<file path="src/core/hlp_map.svh">
// offsets, field positions, reset values and counts of the link protocoller
// assumes inclusion by bare name from core/ and verif/ files
`ifndef HLP_MAP_SVH
`define HLP_MAP_SVH

// ****************************************************************
// register offsets
// ****************************************************************
`define HLP_OFS_CTRL 4'h3
`define HLP_OFS_EVT 4'h4
`define HLP_OFS_QUEUE 4'h5

// ****************************************************************
// control and event bit positions
// ****************************************************************
`define HLP_CTL_RECEIVE_DISABLE 6
`define HLP_CTL_TRANSMIT_DISABLE 5
`define HLP_CTL_EOP 4
`define HLP_CTL_ABT 3
`define HLP_CTL_FILL 2
`define HLP_EV_GA 7
`define HLP_EV_END 6
`define HLP_EV_RDEND 5
`define HLP_EV_ABORT 4
`define HLP_EV_TXLOW 3
`define HLP_EV_UNDER 2
`define HLP_EV_RXTHR 1
`define HLP_EV_RXFULL 0

// ****************************************************************
// reset values, patterns and counts
// ****************************************************************
`define HLP_CTRL_RESET 8'h00
`define HLP_MASK_RESET 8'h00
`define HLP_FLAG 8'h7E
`define HLP_ONES 8'hFF
`define HLP_GA_PAT 9'h0FE
`define HLP_QDEPTH 4'hB
`define HLP_QMID 4'h4
`define HLP_RXTHR 4'h8
`define HLP_STUFF_RUN 5'h05
`define HLP_ABORT_RUN 5'h06
`define HLP_IDLE_RUN 5'h0E
`define HLP_MIN_BITS 12'h018
`define HLP_ABORT_BITS 12'h01A
`define HLP_GOOD_BITS 12'h020
`define HLP_CRC_POLY 16'h1021
`define HLP_CRC_INIT 16'hFFFF
`define HLP_CRC_RESIDUE 16'h1D0F
`define HLP_TAG_MID 2'h0
`define HLP_TAG_GOOD 2'h1
`define HLP_TAG_FIRST 2'h2
`define HLP_TAG_BAD 2'h3

`endif

</file>
<file path="src/core/hlp_pkg.sv">
// types shared by the link protocoller
// assumes the constants of hlp_map.svh
package hlp_pkg;

    typedef enum logic [5:0] {
        HLP_LINE  = 6'h01,
        HLP_OPEN  = 6'h02,
        HLP_DATA  = 6'h04,
        HLP_FCS   = 6'h08,
        HLP_CLOSE = 6'h10,
        HLP_ABORT = 6'h20
    } hlp_tx_state_e;

    typedef struct packed {
        logic [7:0] data;
        logic eop;
        logic abt;
    } hlp_tx_entry_s;

    typedef struct packed {
        logic [1:0] tag;
        logic [7:0] data;
    } hlp_rx_entry_s;

endpackage

</file>
<file path="src/core/hlp_protocoller.sv">
// link protocoller: framing, queues, event flags and register port
// assumes reg strobes from logic on clk_sys and a raw serial input pin
// Behaviour
// - status bit 7 reads one while any unmasked event flag is pending
// - idle status bit set while fifteen or more ones are received
// - received fill flags clear the idle status bit
// - two status bits tag the next receive byte: mid, good end, first, bad end
// - two status bits report transmit queue fill: full, four+, empty, three-
// - each mask bit lets its matching event flag raise the event request
// - received pattern 011111110 sets the go-ahead flag
// - packet end by flag, abort or invalid packet sets end-detected
// - reading a tagged end byte sets end-read
// - abort inside a packet of at least 26 bits sets frame-abort
// - transmit-low set when draining queue reaches three bytes
// - queue empty without end tag: eight ones, link state; underrun flag only after two or more bytes
// - receive-threshold set once receive queue holds eight bytes
// - receive-full set when full; further bytes dropped until read
// - reading event status clears all event flags
// - idle state sends ones; data ends the byte, then flag and data
// - fill state sends flags; current flag opens the packet
// - reset: transmitter idle and enabled, receiver enabled, events masked
// - end tag set before last byte; then checksum, closing flag
// - zero inserted after five ones in data and checksum
// - write to full transmit queue replaces the last byte
// - abort tag makes the byte an abort sequence; ignored under two bytes
// - seven or more ones inside a packet is a frame abort
// - disable bits force transmitted or received ones
// - checksum x16+x12+x5+1, complement sent msb first, checked on receive
`timescale 1ns/100ps
`include "hlp_map.svh"

module hlp_protocoller #(
    parameter int BIT_DIV = 16
) (
    // clock and reset
    input wire logic clk_sys,
    input wire logic resetn,
    // register port
    input wire logic [3:0] reg_addr,
    input wire logic reg_wr,
    input wire logic reg_rd,
    input wire logic [7:0] reg_wdata,
    output logic [7:0] reg_rdata,
    // serial link
    input wire logic rx_pin,
    output logic tx_pin,
    // event request
    output logic event_req
);

    function automatic logic [3:0] qidx(input logic [3:0] b, input logic [3:0] o);
        logic [4:0] s;
        s = {1'b0, b} + {1'b0, o};
        if (s >= {1'b0, `HLP_QDEPTH}) s = s - {1'b0, `HLP_QDEPTH};
        return s[3:0];
    endfunction

    function automatic logic [1:0] fill_code(input logic [3:0] n);
        if (n == `HLP_QDEPTH) return 2'h0;
        if (n == 4'h0) return 2'h2;
        if (n >= `HLP_QMID) return 2'h1;
        return 2'h3;
    endfunction

    function automatic logic [15:0] crc_step(input logic [15:0] c, input logic b);
        return {c[14:0], 1'b0} ^ ((c[15] ^ b) ? `HLP_CRC_POLY : 16'h0000);
    endfunction

    // ****************************************************************
    // registers and bit enable
    // ****************************************************************
    logic [7:0] ctrl, mask, ev, ev_set;
    logic [15:0] div;
    logic bit_en;
    logic wr_q, rd_q, rd_ev;
    hlp_pkg::hlp_rx_entry_s rq [0:10];
    logic [3:0] rq_rd, rq_cnt;
    logic [1:0] head_tag;

    assign wr_q = reg_wr && reg_addr == `HLP_OFS_QUEUE;
    assign rd_q = reg_rd && reg_addr == `HLP_OFS_QUEUE;
    assign rd_ev = reg_rd && reg_addr == `HLP_OFS_EVT;
    assign bit_en = div == 16'(BIT_DIV - 1);
    assign head_tag = rq[rq_rd].tag;

    always_ff @(posedge clk_sys) begin
        if (!resetn || bit_en) begin
            div <= 16'h0000;
        end else begin
            div <= div + 16'h0001;
        end
    end

    always_ff @(posedge clk_sys) begin
        if (!resetn) begin
            ctrl <= `HLP_CTRL_RESET;
            mask <= `HLP_MASK_RESET;
        end else if (reg_wr && reg_addr == `HLP_OFS_CTRL) begin
            ctrl <= reg_wdata;
        end else if (reg_wr && reg_addr == `HLP_OFS_EVT) begin
            mask <= reg_wdata;
        end else if (wr_q) begin
            ctrl[`HLP_CTL_EOP] <= 1'b0;
            ctrl[`HLP_CTL_ABT] <= 1'b0;
        end
    end

    // set wins over the clear on read
    always_ff @(posedge clk_sys) begin
        if (!resetn) begin
            ev <= 8'h00;
        end else begin
            ev <= (rd_ev ? 8'h00 : ev) | ev_set;
        end
    end

    assign event_req = |(ev & mask);

    logic idle;
    logic [3:0] tq_cnt;

    always_ff @(posedge clk_sys) begin
        if (!resetn) begin
            reg_rdata <= 8'h00;
        end else if (reg_rd) begin
            case (reg_addr)
                `HLP_OFS_CTRL: reg_rdata <= {event_req, idle, head_tag,
                    fill_code(tq_cnt), fill_code(rq_cnt)};
                `HLP_OFS_EVT: reg_rdata <= ev;
                `HLP_OFS_QUEUE: reg_rdata <= rq[rq_rd].data;
                default: reg_rdata <= 8'hFF;
            endcase
        end
    end

    // ****************************************************************
    // transmit queue and framer
    // ****************************************************************
    hlp_pkg::hlp_tx_entry_s tq [0:10];
    hlp_pkg::hlp_tx_entry_s head;
    hlp_pkg::hlp_tx_state_e st, next_st;
    logic [3:0] tq_rd, pkt_n, ones;
    logic [15:0] sh, next_sh, crc, crc_fin;
    logic [4:0] left, next_left;
    logic tx_bit, tx_pop, ur, cur_eop, next_eop, stuffable, stuff_now, want_data, tx_full;

    assign head = tq[tq_rd];
    assign tx_full = tq_cnt == `HLP_QDEPTH && !tx_pop;

    always_ff @(posedge clk_sys) begin
        if (!resetn) begin
            tq_rd <= 4'h0;
            tq_cnt <= 4'h0;
        end else begin
            if (wr_q) begin
                tq[qidx(tq_rd, tx_full ? tq_cnt - 4'h1 : tq_cnt)] <= '{
                    data: reg_wdata, eop: ctrl[`HLP_CTL_EOP], abt: ctrl[`HLP_CTL_ABT]};
            end
            if (tx_pop) tq_rd <= qidx(tq_rd, 4'h1);
            if (wr_q && !tx_full && !tx_pop) tq_cnt <= tq_cnt + 4'h1;
            else if (tx_pop && !wr_q) tq_cnt <= tq_cnt - 4'h1;
        end
    end

    assign stuffable = st == hlp_pkg::HLP_DATA || st == hlp_pkg::HLP_FCS;
    // run count outlives the last checksum bit, so a zero still follows it
    assign stuff_now = {1'b0, ones} == `HLP_STUFF_RUN;
    assign crc_fin = st == hlp_pkg::HLP_DATA ? crc_step(crc, sh[0]) : crc;

    always_comb begin
        next_st = hlp_pkg::HLP_LINE;
        next_sh = {8'h00, ctrl[`HLP_CTL_FILL] ? `HLP_FLAG : `HLP_ONES};
        next_left = 5'h08;
        next_eop = 1'b0;
        want_data = 1'b0;
        tx_pop = 1'b0;
        ur = 1'b0;
        if (bit_en && !stuff_now && left == 5'h01) begin
            case (st)
                hlp_pkg::HLP_LINE: begin
                    if (tq_cnt != 4'h0) begin
                        if (ctrl[`HLP_CTL_FILL]) want_data = 1'b1;
                        else begin
                            next_st = hlp_pkg::HLP_OPEN;
                            next_sh = {8'h00, `HLP_FLAG};
                        end
                    end
                end
                hlp_pkg::HLP_OPEN: want_data = 1'b1;
                hlp_pkg::HLP_DATA: begin
                    if (cur_eop) begin
                        next_st = hlp_pkg::HLP_FCS;
                        next_sh = {<<{~crc_fin}};
                        next_left = 5'h10;
                    end else begin
                        want_data = 1'b1;
                    end
                end
                hlp_pkg::HLP_FCS: begin
                    next_st = hlp_pkg::HLP_CLOSE;
                    next_sh = {8'h00, `HLP_FLAG};
                end
                hlp_pkg::HLP_CLOSE: want_data = tq_cnt != 4'h0;
                hlp_pkg::HLP_ABORT: ;
                default: ;
            endcase
        end
        if (want_data) begin
            if (tq_cnt == 4'h0) begin
                next_st = hlp_pkg::HLP_ABORT;
                next_sh = {8'h00, `HLP_ONES};
                ur = pkt_n >= 4'h2;
            end else if (head.abt && pkt_n >= 4'h2) begin
                tx_pop = 1'b1;
                next_st = hlp_pkg::HLP_ABORT;
                next_sh = {8'h00, `HLP_ONES};
            end else begin
                tx_pop = 1'b1;
                next_st = hlp_pkg::HLP_DATA;
                next_sh = {8'h00, head.data};
                next_eop = head.eop;
            end
        end
    end

    always_ff @(posedge clk_sys) begin
        if (!resetn) begin
            st <= hlp_pkg::HLP_LINE;
            sh <= {8'h00, `HLP_ONES};
            left <= 5'h08;
            ones <= 4'h0;
            tx_bit <= 1'b1;
            crc <= `HLP_CRC_INIT;
            pkt_n <= 4'h0;
            cur_eop <= 1'b0;
        end else if (bit_en) begin
            if (stuff_now) begin
                tx_bit <= 1'b0;
                ones <= 4'h0;
            end else begin
                tx_bit <= sh[0];
                ones <= (stuffable && sh[0]) ? ones + 4'h1 : 4'h0;
                crc <= crc_fin;
                if (left != 5'h01) begin
                    sh <= sh >> 1;
                    left <= left - 5'h01;
                end else begin
                    st <= next_st;
                    sh <= next_sh;
                    left <= next_left;
                    cur_eop <= next_eop;
                    if (next_st != hlp_pkg::HLP_DATA && next_st != hlp_pkg::HLP_FCS) begin
                        crc <= `HLP_CRC_INIT;
                        pkt_n <= 4'h0;
                    end else if (tx_pop && pkt_n != 4'hF) begin
                        pkt_n <= pkt_n + 4'h1;
                    end
                end
            end
        end
    end

    always_ff @(posedge clk_sys) begin
        if (!resetn) tx_pin <= 1'b1;
        else tx_pin <= ctrl[`HLP_CTL_TRANSMIT_DISABLE] | tx_bit;
    end

    // ****************************************************************
    // receive deframer and queue
    // ****************************************************************
    logic rx_s1, rx_s2, rbit, in_frame, first, drop, ga_hit, flag_hit, abt_hit, dbit;
    logic rx_push, rx_pop, rbyte_done;
    logic [8:0] hist;
    logic [4:0] rones;
    logic [6:0] dly;
    logic [2:0] dcnt, bcnt;
    logic [1:0] npend;
    logic [7:0] rbyte, pend0, pend1, pend2, next_byte;
    logic [11:0] nbits;
    logic [15:0] rcrc;
    hlp_pkg::hlp_rx_entry_s rx_push_e;

    always_ff @(posedge clk_sys) begin
        rx_s1 <= rx_pin;
        rx_s2 <= rx_s1;
    end

    assign rbit = ctrl[`HLP_CTL_RECEIVE_DISABLE] | rx_s2;
    assign ga_hit = {hist[7:0], rbit} == `HLP_GA_PAT;
    assign flag_hit = {hist[6:0], rbit} == `HLP_FLAG;
    assign abt_hit = in_frame && rbit && rones == `HLP_ABORT_RUN;
    assign dbit = !(rbit == 1'b0 && rones == `HLP_STUFF_RUN) && !flag_hit && !abt_hit;
    assign rbyte_done = dbit && in_frame && dcnt == 3'h7 && bcnt == 3'h7;
    assign next_byte = {dly[0], rbyte[7:1]};
    assign rx_pop = rd_q && rq_cnt != 4'h0;

    always_comb begin
        rx_push = 1'b0;
        rx_push_e = '{tag: first ? `HLP_TAG_FIRST : `HLP_TAG_MID, data: pend2};
        if (bit_en && in_frame && !drop) begin
            if (flag_hit && nbits >= `HLP_MIN_BITS && npend == 2'h3) begin
                rx_push = 1'b1;
                rx_push_e.tag = (nbits >= `HLP_GOOD_BITS && rcrc == `HLP_CRC_RESIDUE) ?
                    `HLP_TAG_GOOD : `HLP_TAG_BAD;
            end else if (abt_hit && nbits >= `HLP_MIN_BITS && npend != 2'h0) begin
                rx_push = 1'b1;
                rx_push_e = '{tag: `HLP_TAG_BAD, data: pend0};
            end else if (rbyte_done && npend == 2'h3) begin
                rx_push = 1'b1;
            end
        end
    end

    always_ff @(posedge clk_sys) begin
        if (!resetn) begin
            hist <= 9'h000;
            rones <= 5'h00;
            idle <= 1'b0;
            in_frame <= 1'b0;
            dcnt <= 3'h0;
            bcnt <= 3'h0;
            npend <= 2'h0;
            nbits <= 12'h000;
            first <= 1'b0;
            drop <= 1'b0;
            rcrc <= `HLP_CRC_INIT;
        end else begin
            if (rx_pop) drop <= 1'b0;
            if (rx_push && rq_cnt == `HLP_QDEPTH && !rx_pop) drop <= 1'b1;
            if (rx_push) first <= 1'b0;
            if (bit_en) begin
                hist <= {hist[7:0], rbit};
                rones <= rbit ? rones + {4'h0, rones != 5'h1F} : 5'h00;
                if (rbit && rones >= `HLP_IDLE_RUN) idle <= 1'b1;
                if (flag_hit || abt_hit) begin
                    if (flag_hit) idle <= 1'b0;
                    in_frame <= flag_hit;
                    dcnt <= 3'h0;
                    bcnt <= 3'h0;
                    npend <= 2'h0;
                    nbits <= 12'h000;
                    first <= 1'b1;
                    drop <= 1'b0;
                    rcrc <= `HLP_CRC_INIT;
                end else if (dbit) begin
                    dly <= {rbit, dly[6:1]};
                    if (dcnt != 3'h7) begin
                        dcnt <= dcnt + 3'h1;
                    end else if (in_frame) begin
                        rbyte <= next_byte;
                        bcnt <= bcnt + 3'h1;
                        rcrc <= crc_step(rcrc, dly[0]);
                        if (nbits != 12'hFFF) nbits <= nbits + 12'h001;
                        if (bcnt == 3'h7) begin
                            pend0 <= next_byte;
                            pend1 <= pend0;
                            pend2 <= pend1;
                            if (npend != 2'h3) npend <= npend + 2'h1;
                        end
                    end
                end
            end
        end
    end

    always_ff @(posedge clk_sys) begin
        if (!resetn) begin
            rq_rd <= 4'h0;
            rq_cnt <= 4'h0;
        end else begin
            if (rx_push && rq_cnt != `HLP_QDEPTH) rq[qidx(rq_rd, rq_cnt)] <= rx_push_e;
            if (rx_pop) rq_rd <= qidx(rq_rd, 4'h1);
            if (rx_push && rq_cnt != `HLP_QDEPTH && !rx_pop) rq_cnt <= rq_cnt + 4'h1;
            else if (rx_pop && !(rx_push && rq_cnt != `HLP_QDEPTH)) rq_cnt <= rq_cnt - 4'h1;
        end
    end

    // ****************************************************************
    // event sources
    // ****************************************************************
    always_comb begin
        ev_set = 8'h00;
        ev_set[`HLP_EV_GA] = bit_en && ga_hit;
        ev_set[`HLP_EV_END] = bit_en && in_frame && (flag_hit || abt_hit) && nbits != 12'h000;
        ev_set[`HLP_EV_RDEND] = rx_pop && head_tag[0];
        // one packet bit still sits in the delay line when the abort is seen
        ev_set[`HLP_EV_ABORT] = bit_en && abt_hit &&
            {1'b0, nbits} + 13'h0001 >= {1'b0, `HLP_ABORT_BITS};
        ev_set[`HLP_EV_TXLOW] = tx_pop && !wr_q && tq_cnt == `HLP_QMID;
        ev_set[`HLP_EV_UNDER] = ur;
        ev_set[`HLP_EV_RXTHR] = rx_push && !rx_pop && rq_cnt == `HLP_RXTHR - 4'h1;
        ev_set[`HLP_EV_RXFULL] = rx_push && !rx_pop && rq_cnt >= `HLP_QDEPTH - 4'h1;
    end
endmodule

</file>
<file path="config.mk">
export PLATFORM = sky130hd
export DESIGN_NAME = hlp_protocoller
export DESIGN_NICKNAME = d
export VERILOG_FILES = /design/src/core/hlp_pkg.sv /design/src/core/hlp_protocoller.sv
export VERILOG_INCLUDE_DIRS = /design/src /design/src/core
export SDC_FILE = /design/constraint.sdc
export NUM_CORES = 1
export LEC_CHECK = 0
export BUFFER_PORTS_ARGS = -buffer_cell sky130_fd_sc_hd__clkbuf_2
export CORE_MARGIN = 2
export CORE_UTILIZATION = 57
export CTS_BUF_LIST = sky130_fd_sc_hd__clkbuf_16
export CTS_CLUSTER_SIZE = 40
export DETAILED_ROUTE_END_ITERATION = 8
export GPL_ROUTABILITY_DRIVEN = 0
export PLACE_DENSITY = 0.88
export SYNTH_ARGS = -nofsm -noshare
export SYNTH_HDL_FRONTEND = slang
export SYNTH_SLANG_ARGS = --single-unit
export TNS_END_PERCENT = 50
</file>
<file path="constraint.sdc">
create_clock -name clk_sys -period 4.8 [get_ports clk_sys]
set_input_delay 0.24 -clock clk_sys [delete_from_list [all_inputs] [get_ports clk_sys]]
set_output_delay 0.24 -clock clk_sys [all_outputs]
set_load 0.02 [all_outputs]
</file>
==> results.md, run 1 <==
* Status: finished clean
* Slew margin rel. at 0.255
* Core ar. at 32600 um2
* GRT Total Usage at 0.252
* Setup TNS Final at 0 ns
* Critical Path Fanout Max at 10
* Most frequent cells in the layout: 258 x edfxtp_1, 176 x dfxtp_1, 169 x nand2_1
* Design area at 21100 um2
* Sequential fraction of the synthesis area at 0.599
* Worst skew pair latency at 0.56 ns
* Switching share of total power at 0.211
* Area delta synth->final at 11.6%
* Final hold viol count at 0
* Mapped Avg Cell Area at 12.3 um2
* Slew Viols, Final at 0
* Final WL at 43600 um
* Initial Util at 0.579
* Vias in the first global route at 12652
* Die width at 186 um
* Most used DFF post-synth: edfxtp_1
* Vias per inst at 6.42
* Cell Area, Placed at 19600 um2
* Cell repeated most along the worst path: inv_1
* Crit Path Category: flop to flop
* CTS root buf: clkbuf_16
* Drt first pass iters at 7
* First-pass GRT wire length at 67500 um
* Worst slew pin tran at 1.11 ns
* Critical path arrival at 4.92 ns
* Crit-path cells: or4_4 > nor4_4 > nand3_2 > a211o_1 > nand2_2 > xnor2_1 > ha_2 > inv_1 > fa_2 > inv_1 > ha_1 > nor3_2 > o21ai_2 > nor3_1 > o211ai_1 > nor2_4
* Global route total overflow at 0
* Cell family with most CP delay: simple AND/OR/NAND/NOR gates
* Commonest non-fill, non-tap cell in the layout: edfxtp_1
* Max frequency at 212 MHz
* Leakage power at 0.00715 uW
* Net Sw Power at 1550 uW
* Hold Crit Class: input port to flop
* Crit-path max cell delay at 0.58 ns
* # setup viols final at 0
* Setup WS pre-CTS at -0.0546 ns
* Post-synthesis compound-gate area fraction at 0.108
* Synth unique cells at 73
* Pint at 5820 uW
* Sequential Area at 11300 um2
* Share of the synthesized area in the top cell type at 0.410
* Initial antenna violation count at 0
* Synth Area in Adders at 0.0290
* Port Buffers at 26
* Simple logic cell fraction of the synthesized area at 0.137
* Die area at 34600 um2
* Final Critical Period at 4.71 ns
* Hpwl dp at 27800 um
* Syn Inst Count at 1538
* Mux share of post-synthesis cell area at 0.0867
* Post-synth ARST share at 0
* Worst-case vdd ir drop at 0.316 mV
* Cell taking the most area after synthesis: edfxtp_1
* Syn Std Cell Area at 18900 um2
* Num CTS Buffers at 44
* Clock skew at 0.0152 ns
* I/O Pins at 27
* Max-Cap Viols at 0
* Post-synthesis xor/xnor area fraction at 0.0204
* Row count at 66
* CTS tree: built
* Footprint of the multi-input gates at 7310 um2
* Post-layout nets at 1635
* Worst Setup End Kind: flop
* CTS max path bufs at 3
* Critical Path Slowest Stage Cell: fa_2
* Crit share post-route at 0.981
* Largest net degree at the start of global routing at 94
* Die H at 186 um
* Syn_nets at 1597
* # fillers at 2182
* Final worst setup slack at 0.0915 ns
* Yosys warning count at 0
* Via Count at 13176
* Antenna-violating nets left at 0
* Clock sinks at 436
* Startpoint Class: flop
* Top cells by area, synth: edfxtp_1 41%, dfxtp_1 19%, mux4_2 6.0%, nand2_1 3.4%, ha_1 2.6%
* Post-synth EDFFs at 258
* Sequential group share of total power at 0.536
* Clock power share at 0.443
* Power density cells at 350 nW/um2
* WP data required at 5.02 ns
* Post-route DRC at 0
* Worst R2R Setup Slack at 0.09 ns
* Share of cells above drive strength 1 at 0.146
* Initial DRC Count at 1604
* Combinational group share of total power at 0.021
* Clock transition at path regs at 0.06 ns
* Routed len/inst at 21.2 um
* Diodes inserted at 0
* Largest family of logic cells by synthesized area: simple AND/OR/NAND/NOR gates
* #FFs+latches synth at 436
* CP bufs+invs at 2
* CTS H-tree depth at 2
[cells by family after synthesis]
logic type      Yosys count
compound gates          304
xor+xnor                 44
fa+ha+maj                42
buf+inv                 100
flops                   436
mux                      98
simple gates            514
[synth_stat cells (all sizes together) (22+ instances only)]
master,count
mux2,26
and3,22
xnor2,26
nand3,58
a21oi,50
edfxtp,258
and2,22
ha,39
a21boi,42
nor3,37
nor2,79
nor2b,33
o21ai,75
nand4,24
nand2,170
mux4,50
clkbuf,59
inv,29
mux2i,22
dfxtp,178
[final cells by class]
type | instances | share of cell area
multi-input cells | 1002 | 0.347
clock buffers | 45 | 0.0534
flip-flops and latches | 436 | 0.536
clock inverters | 36 | 0.0123
inverters | 30 | 0.00534
well taps | 442 | 0.0262
repair buffers | 62 | 0.0198
[worst paths after layout]
check | start | to | cells after the start
worst min register to register | rx_s1 | rx_s2 | 0
worst max-delay path | div[7] | tq[2][8] | 16
worst max register to register | div[7] | tq[2][8] | 16
worst min-delay path | reg_wdata[7] | tq[2][9] | 1
[metal layers]
| layer | global-route usage | vias up | wire, um |
|---|---|---|---|
| met1 | 0.320 | 6353 | 16600 |
| li1 | - | 5885 | - |
| met2 | 0.425 | 733 | 21300 |
| met4 | 0.116 | 0 | 2120 |
| met3 | 0.0432 | 205 | 3540 |
| met5 | 0 | - | 0 |
[registers in the layout (all words and copies together) (netlist names), 7 cells and up, named ones only]
signal and cells:
crc 16, div 16, dly 7, ev 8
hist 8, mask 8, nbits 12, pend0 8
pend1 8, pend2 8, rbyte 7, rcrc 16
reg_rdata 8, rq 110, sh 16, tq 110
[power groups by stage]
stage | sequential, uW | combinational [uW] | clock, uW
2_1_floorplan | 4040 | 84.4 | 0
3_5_place_dp | 4040 | 149 | 0
3_3_place_gp | 4030 | 145 | 0
4_1_cts | 3950 | 152 | 3280
5_1_grt | 3950 | 167 | 3440
6_report | 3960 | 155 | 3260
[repair_timing]
item / 4_1_cts / 5_1_grt
buffers inserted: 0 / 1
endpoints found under the setup margin: 40 / 110
pin swaps: 0 / 3
hold buffers: 1 / 0
hold endpoints to repair: 1 / 0
gates resized for setup: 2 / 12
[stage by stage]
step                      total power, uW  cells  hold WS, ns   util
after floorplan                      4120   1538        0.268      -
after CTS                            7390   2052        0.106  0.644
final                                7370   2053        0.115  0.647
after global placement               4180   1970        0.315  0.602
after global routing                 7560   2053        0.110  0.647
after detailed placement             4180   1970        0.319  0.602
Note: power is estimated with default switching activity, not from simulation.
==> run 2, diff against run 1 <==
CORE_ASPECT_RATIO = 0.8   (was unset)
==> run 2 against run 1 <==
  * Critical path type unchanged
  * Setup slack got worse by 0.040 ns
  * Core utilization increased by 0.12 points
  * Worst hold slack got worse by 0.089 ns
==> results.md, run 2 (synthesis results as in run 1) <==
* Clock transition at path regs at 0.06 ns (about the same)
* Startpoint Class: flop (unchanged)
* Critical Path Slowest Stage Cell: or4_4 (was fa_2)
* Max frequency at 211 MHz (was 212 MHz)
* Worst slew pin tran at 1.08 ns (was 1.11 ns)
* Hold Crit Endpoint: sh[7] (was tq[2][9])
* Antenna-violating nets left at 0 (unchanged)
* Cell repeated most along the worst path: inv_1 (unchanged)
* Final hold viol count at 0 (unchanged)
* Port Buffers at 26 (unchanged)
* Worst Setup End Kind: flop (unchanged)
* Num CTS Buffers at 42 (was 44)
* Max-Cap Viols at 0 (unchanged)
* Crit Path Category: flop to flop (unchanged)
* Worst skew pair latency at 0.57 ns (was 0.56 ns)
* Global route total overflow at 0 (unchanged)
* Largest registers: rq (110), tq (110) (unchanged)
* WP data required at 5.11 ns (was 5.02 ns)
* Core ar. at 32600 um2 (about the same)
* Worst R2R Setup Slack at 0.05 ns (was 0.09 ns)
* Crit-path max cell delay at 0.57 ns (was 0.58 ns)
* Vias in the first global route at 12897 (was 12652)
* Final Critical Period at 4.75 ns (was 4.71 ns)
* Critical path arrival at 5.06 ns (was 4.92 ns)
* I/O Pins at 27 (unchanged)
* Top sig layer: met4 (unchanged)
* Hold Startpoint: resetn (was reg_wdata[7])
* Commonest non-fill, non-tap cell in the layout: edfxtp_1 (unchanged)
* Setup TNS Final at 0 ns (unchanged)
* Routed met3 length at 4000 um (was 3540 um)
* CTS root buf: clkbuf_16 (unchanged)
* Setup WS pre-CTS at -0.253 ns (was -0.0546 ns)
* Die area at 34600 um2 (about the same)
* Routed len/inst at 22.0 um (was 21.2 um)
* Critical Path Fanout Max at 10 (unchanged)
* Worst-case vdd ir drop at 0.246 mV (was 0.316 mV)
* Largest net degree at the start of global routing at 73 (was 94)
* Hpwl dp at 28400 um (was 27800 um)
* Clock skew at 0.0319 ns (was 0.0152 ns)
* Power density cells at 343 nW/um2 (was 350 nW/um2)
* Hold Crit Class: input port to flop (unchanged)
* Final worst setup slack at 0.0519 ns (was 0.0915 ns)
* Reg2Reg Depth at 18 (was 16)
* Vias per inst at 6.48 (was 6.42)
* Slew Viols, Final at 0 (unchanged)
* Final WL at 44900 um (was 43600 um)
* Row count at 59 (was 66)
* Post-layout nets at 1640 (was 1635)
* # setup viols final at 0 (unchanged)
* GRT Total Usage at 0.255 (was 0.252)
* Routed wl met2 at 20900 um (was 21300 um)
* Reg2reg start: div[7] (unchanged)
* Hold Path Stages at 2 (was 1)
* Die H at 167 um (was 186 um)
* Initial DRC Count at 1534 (was 1604)
* CTS tree: built (unchanged)
* Crit Reg-Reg Endpoint: tq[6][1] (was tq[2][8])
* Met1 WL at 18100 um (was 16600 um)
* Die width at 208 um (was 186 um)
* CTS max path bufs at 3 (unchanged)
* Initial Util at 0.580 (was 0.579)
* Slew margin rel. at 0.278 (was 0.255)
* Leakage power at 0.00719 uW (was 0.00715 uW)
* Share of cells above drive strength 1 at 0.148 (was 0.146)
* Post-route DRC at 0 (unchanged)
* Initial antenna violation count at 2 (was 0)
* Area delta synth->final at 11.6% (about the same)
* Clock sinks at 436 (unchanged)
* Via Count at 13212 (was 13176)
* Status: finished clean (unchanged)
* Most frequent cells in the layout: 258 x edfxtp_1, 176 x dfxtp_1, 170 x nand2_1 (was 258 x edfxtp_1, 176 x dfxtp_1, 169 x nand2_1)
* First-pass GRT wire length at 70100 um (was 67500 um)
* Crit share post-route at 0.989 (was 0.981)
* Crit-path cells: or4_4 > nor4_4 > nand3_2 > a211o_1 > nand2_1 > xnor2_1 > ha_2 > inv_1 > fa_1 > inv_1 > ha_1 > nor3_2 > o21ai_2 > and3_1 > o211ai_1 > buf_4 > nor2_4 > buf_12 (was or4_4 > nor4_4 > nand3_2 > a211o_1 > nand2_2 > xnor2_1 > ha_2 > inv_1 > fa_2 > inv_1 > ha_1 > nor3_2 > o21ai_2 > nor3_1 > o211ai_1 > nor2_4)
* CTS H-tree depth at 2 (unchanged)
* Drt first pass iters at 5 (was 7)
-- run 2: changes by cell type in the layout (fill, tap and decap cells not counted), sizes merged --
cell      before  now
clkinv        18   17
buf           36   43
diode          0    1
clkbuf        70   67
clkinvlp       5    1
inv           41   43
-- run 2: area by class of cell --
cell class / count / area, um2
Inverter: 30 / 113
Multi-Input combinational cell: 1002 / 7340
Antenna cell: 1 / 2.50
Sequential cell: 436 / 11300
Clock inverter: 33 / 244
Tap cell: 427 / 534
Clock buffer: 42 / 1050
Fill cell: 2131 / 11500
Timing Repair Buffer: 69 / 495
-- run 2: routing by layer --
| layer | GRT usage | up-vias |
|---|---|---|
| met5 | 0 | - |
| met4 | 0.107 | 0 |
| met3 | 0.0492 | 158 |
| met2 | 0.406 | 748 |
| met1 | 0.345 | 6414 |
| li1 | - | 5892 |
-- run 2: worst max path at each step --
stage                     startpoint  endpoint  slack, ns  cells past startpoint
final                         div[7]  tq[6][1]       0.05                     18
after global routing          div[7]  tq[0][9]      -0.09                     18
after CTS                    div[12]  tq[2][7]      -0.12                     16
after global placement       div[12]  tq[2][6]       0.06                     16
after floorplan              div[12]  tq[2][0]     -0.005                     18
after detailed placement     div[12]  tq[2][5]      -0.25                     16
-- run 2: repair_timing --
action	in CTS	in global routing
gates resized for setup	7	12
hold endpoints to repair	1	0
setup endpoints to repair	70	110
buffers inserted	0	6
hold buffers	1	0
pin swaps	1	9
-- run 2: worst max-delay path, delay by kind of cell, from the launching register on --
family	cells	cell delay, ns
and+or+nand+nor	7	1.72
DFF	1	0.35
adders and majority gates	3	0.98
buffers and inverters	4	0.53
xor gates and xnor gates	1	0.15
AOI/OAI and AO/OA	3	0.78
-- run 2: metrics by stage --
stage          power [uW]  cells  area, um2  hold slack [ns]   util
2_1_floorplan        4120   1538      18900            0.268      -
3_3_place_gp         4180   1957      19600            0.317  0.603
3_5_place_dp         4190   1957      19600            0.315  0.603
4_1_cts              7260   2033      21000          0.00720  0.644
5_1_grt              7430   2040      21100           0.0288  0.648
6_report             7240   2040      21100           0.0261  0.648
-- run 2: power breakdown --
part           leakage, uW  total (uW)  switching [uW]  internal (uW)
registers          0.00378        3960            13.2           3940
logic              0.00272         158             111           47.4
clock network     0.000690        3120            1410           1710
total              0.00719        7240            1540           5700
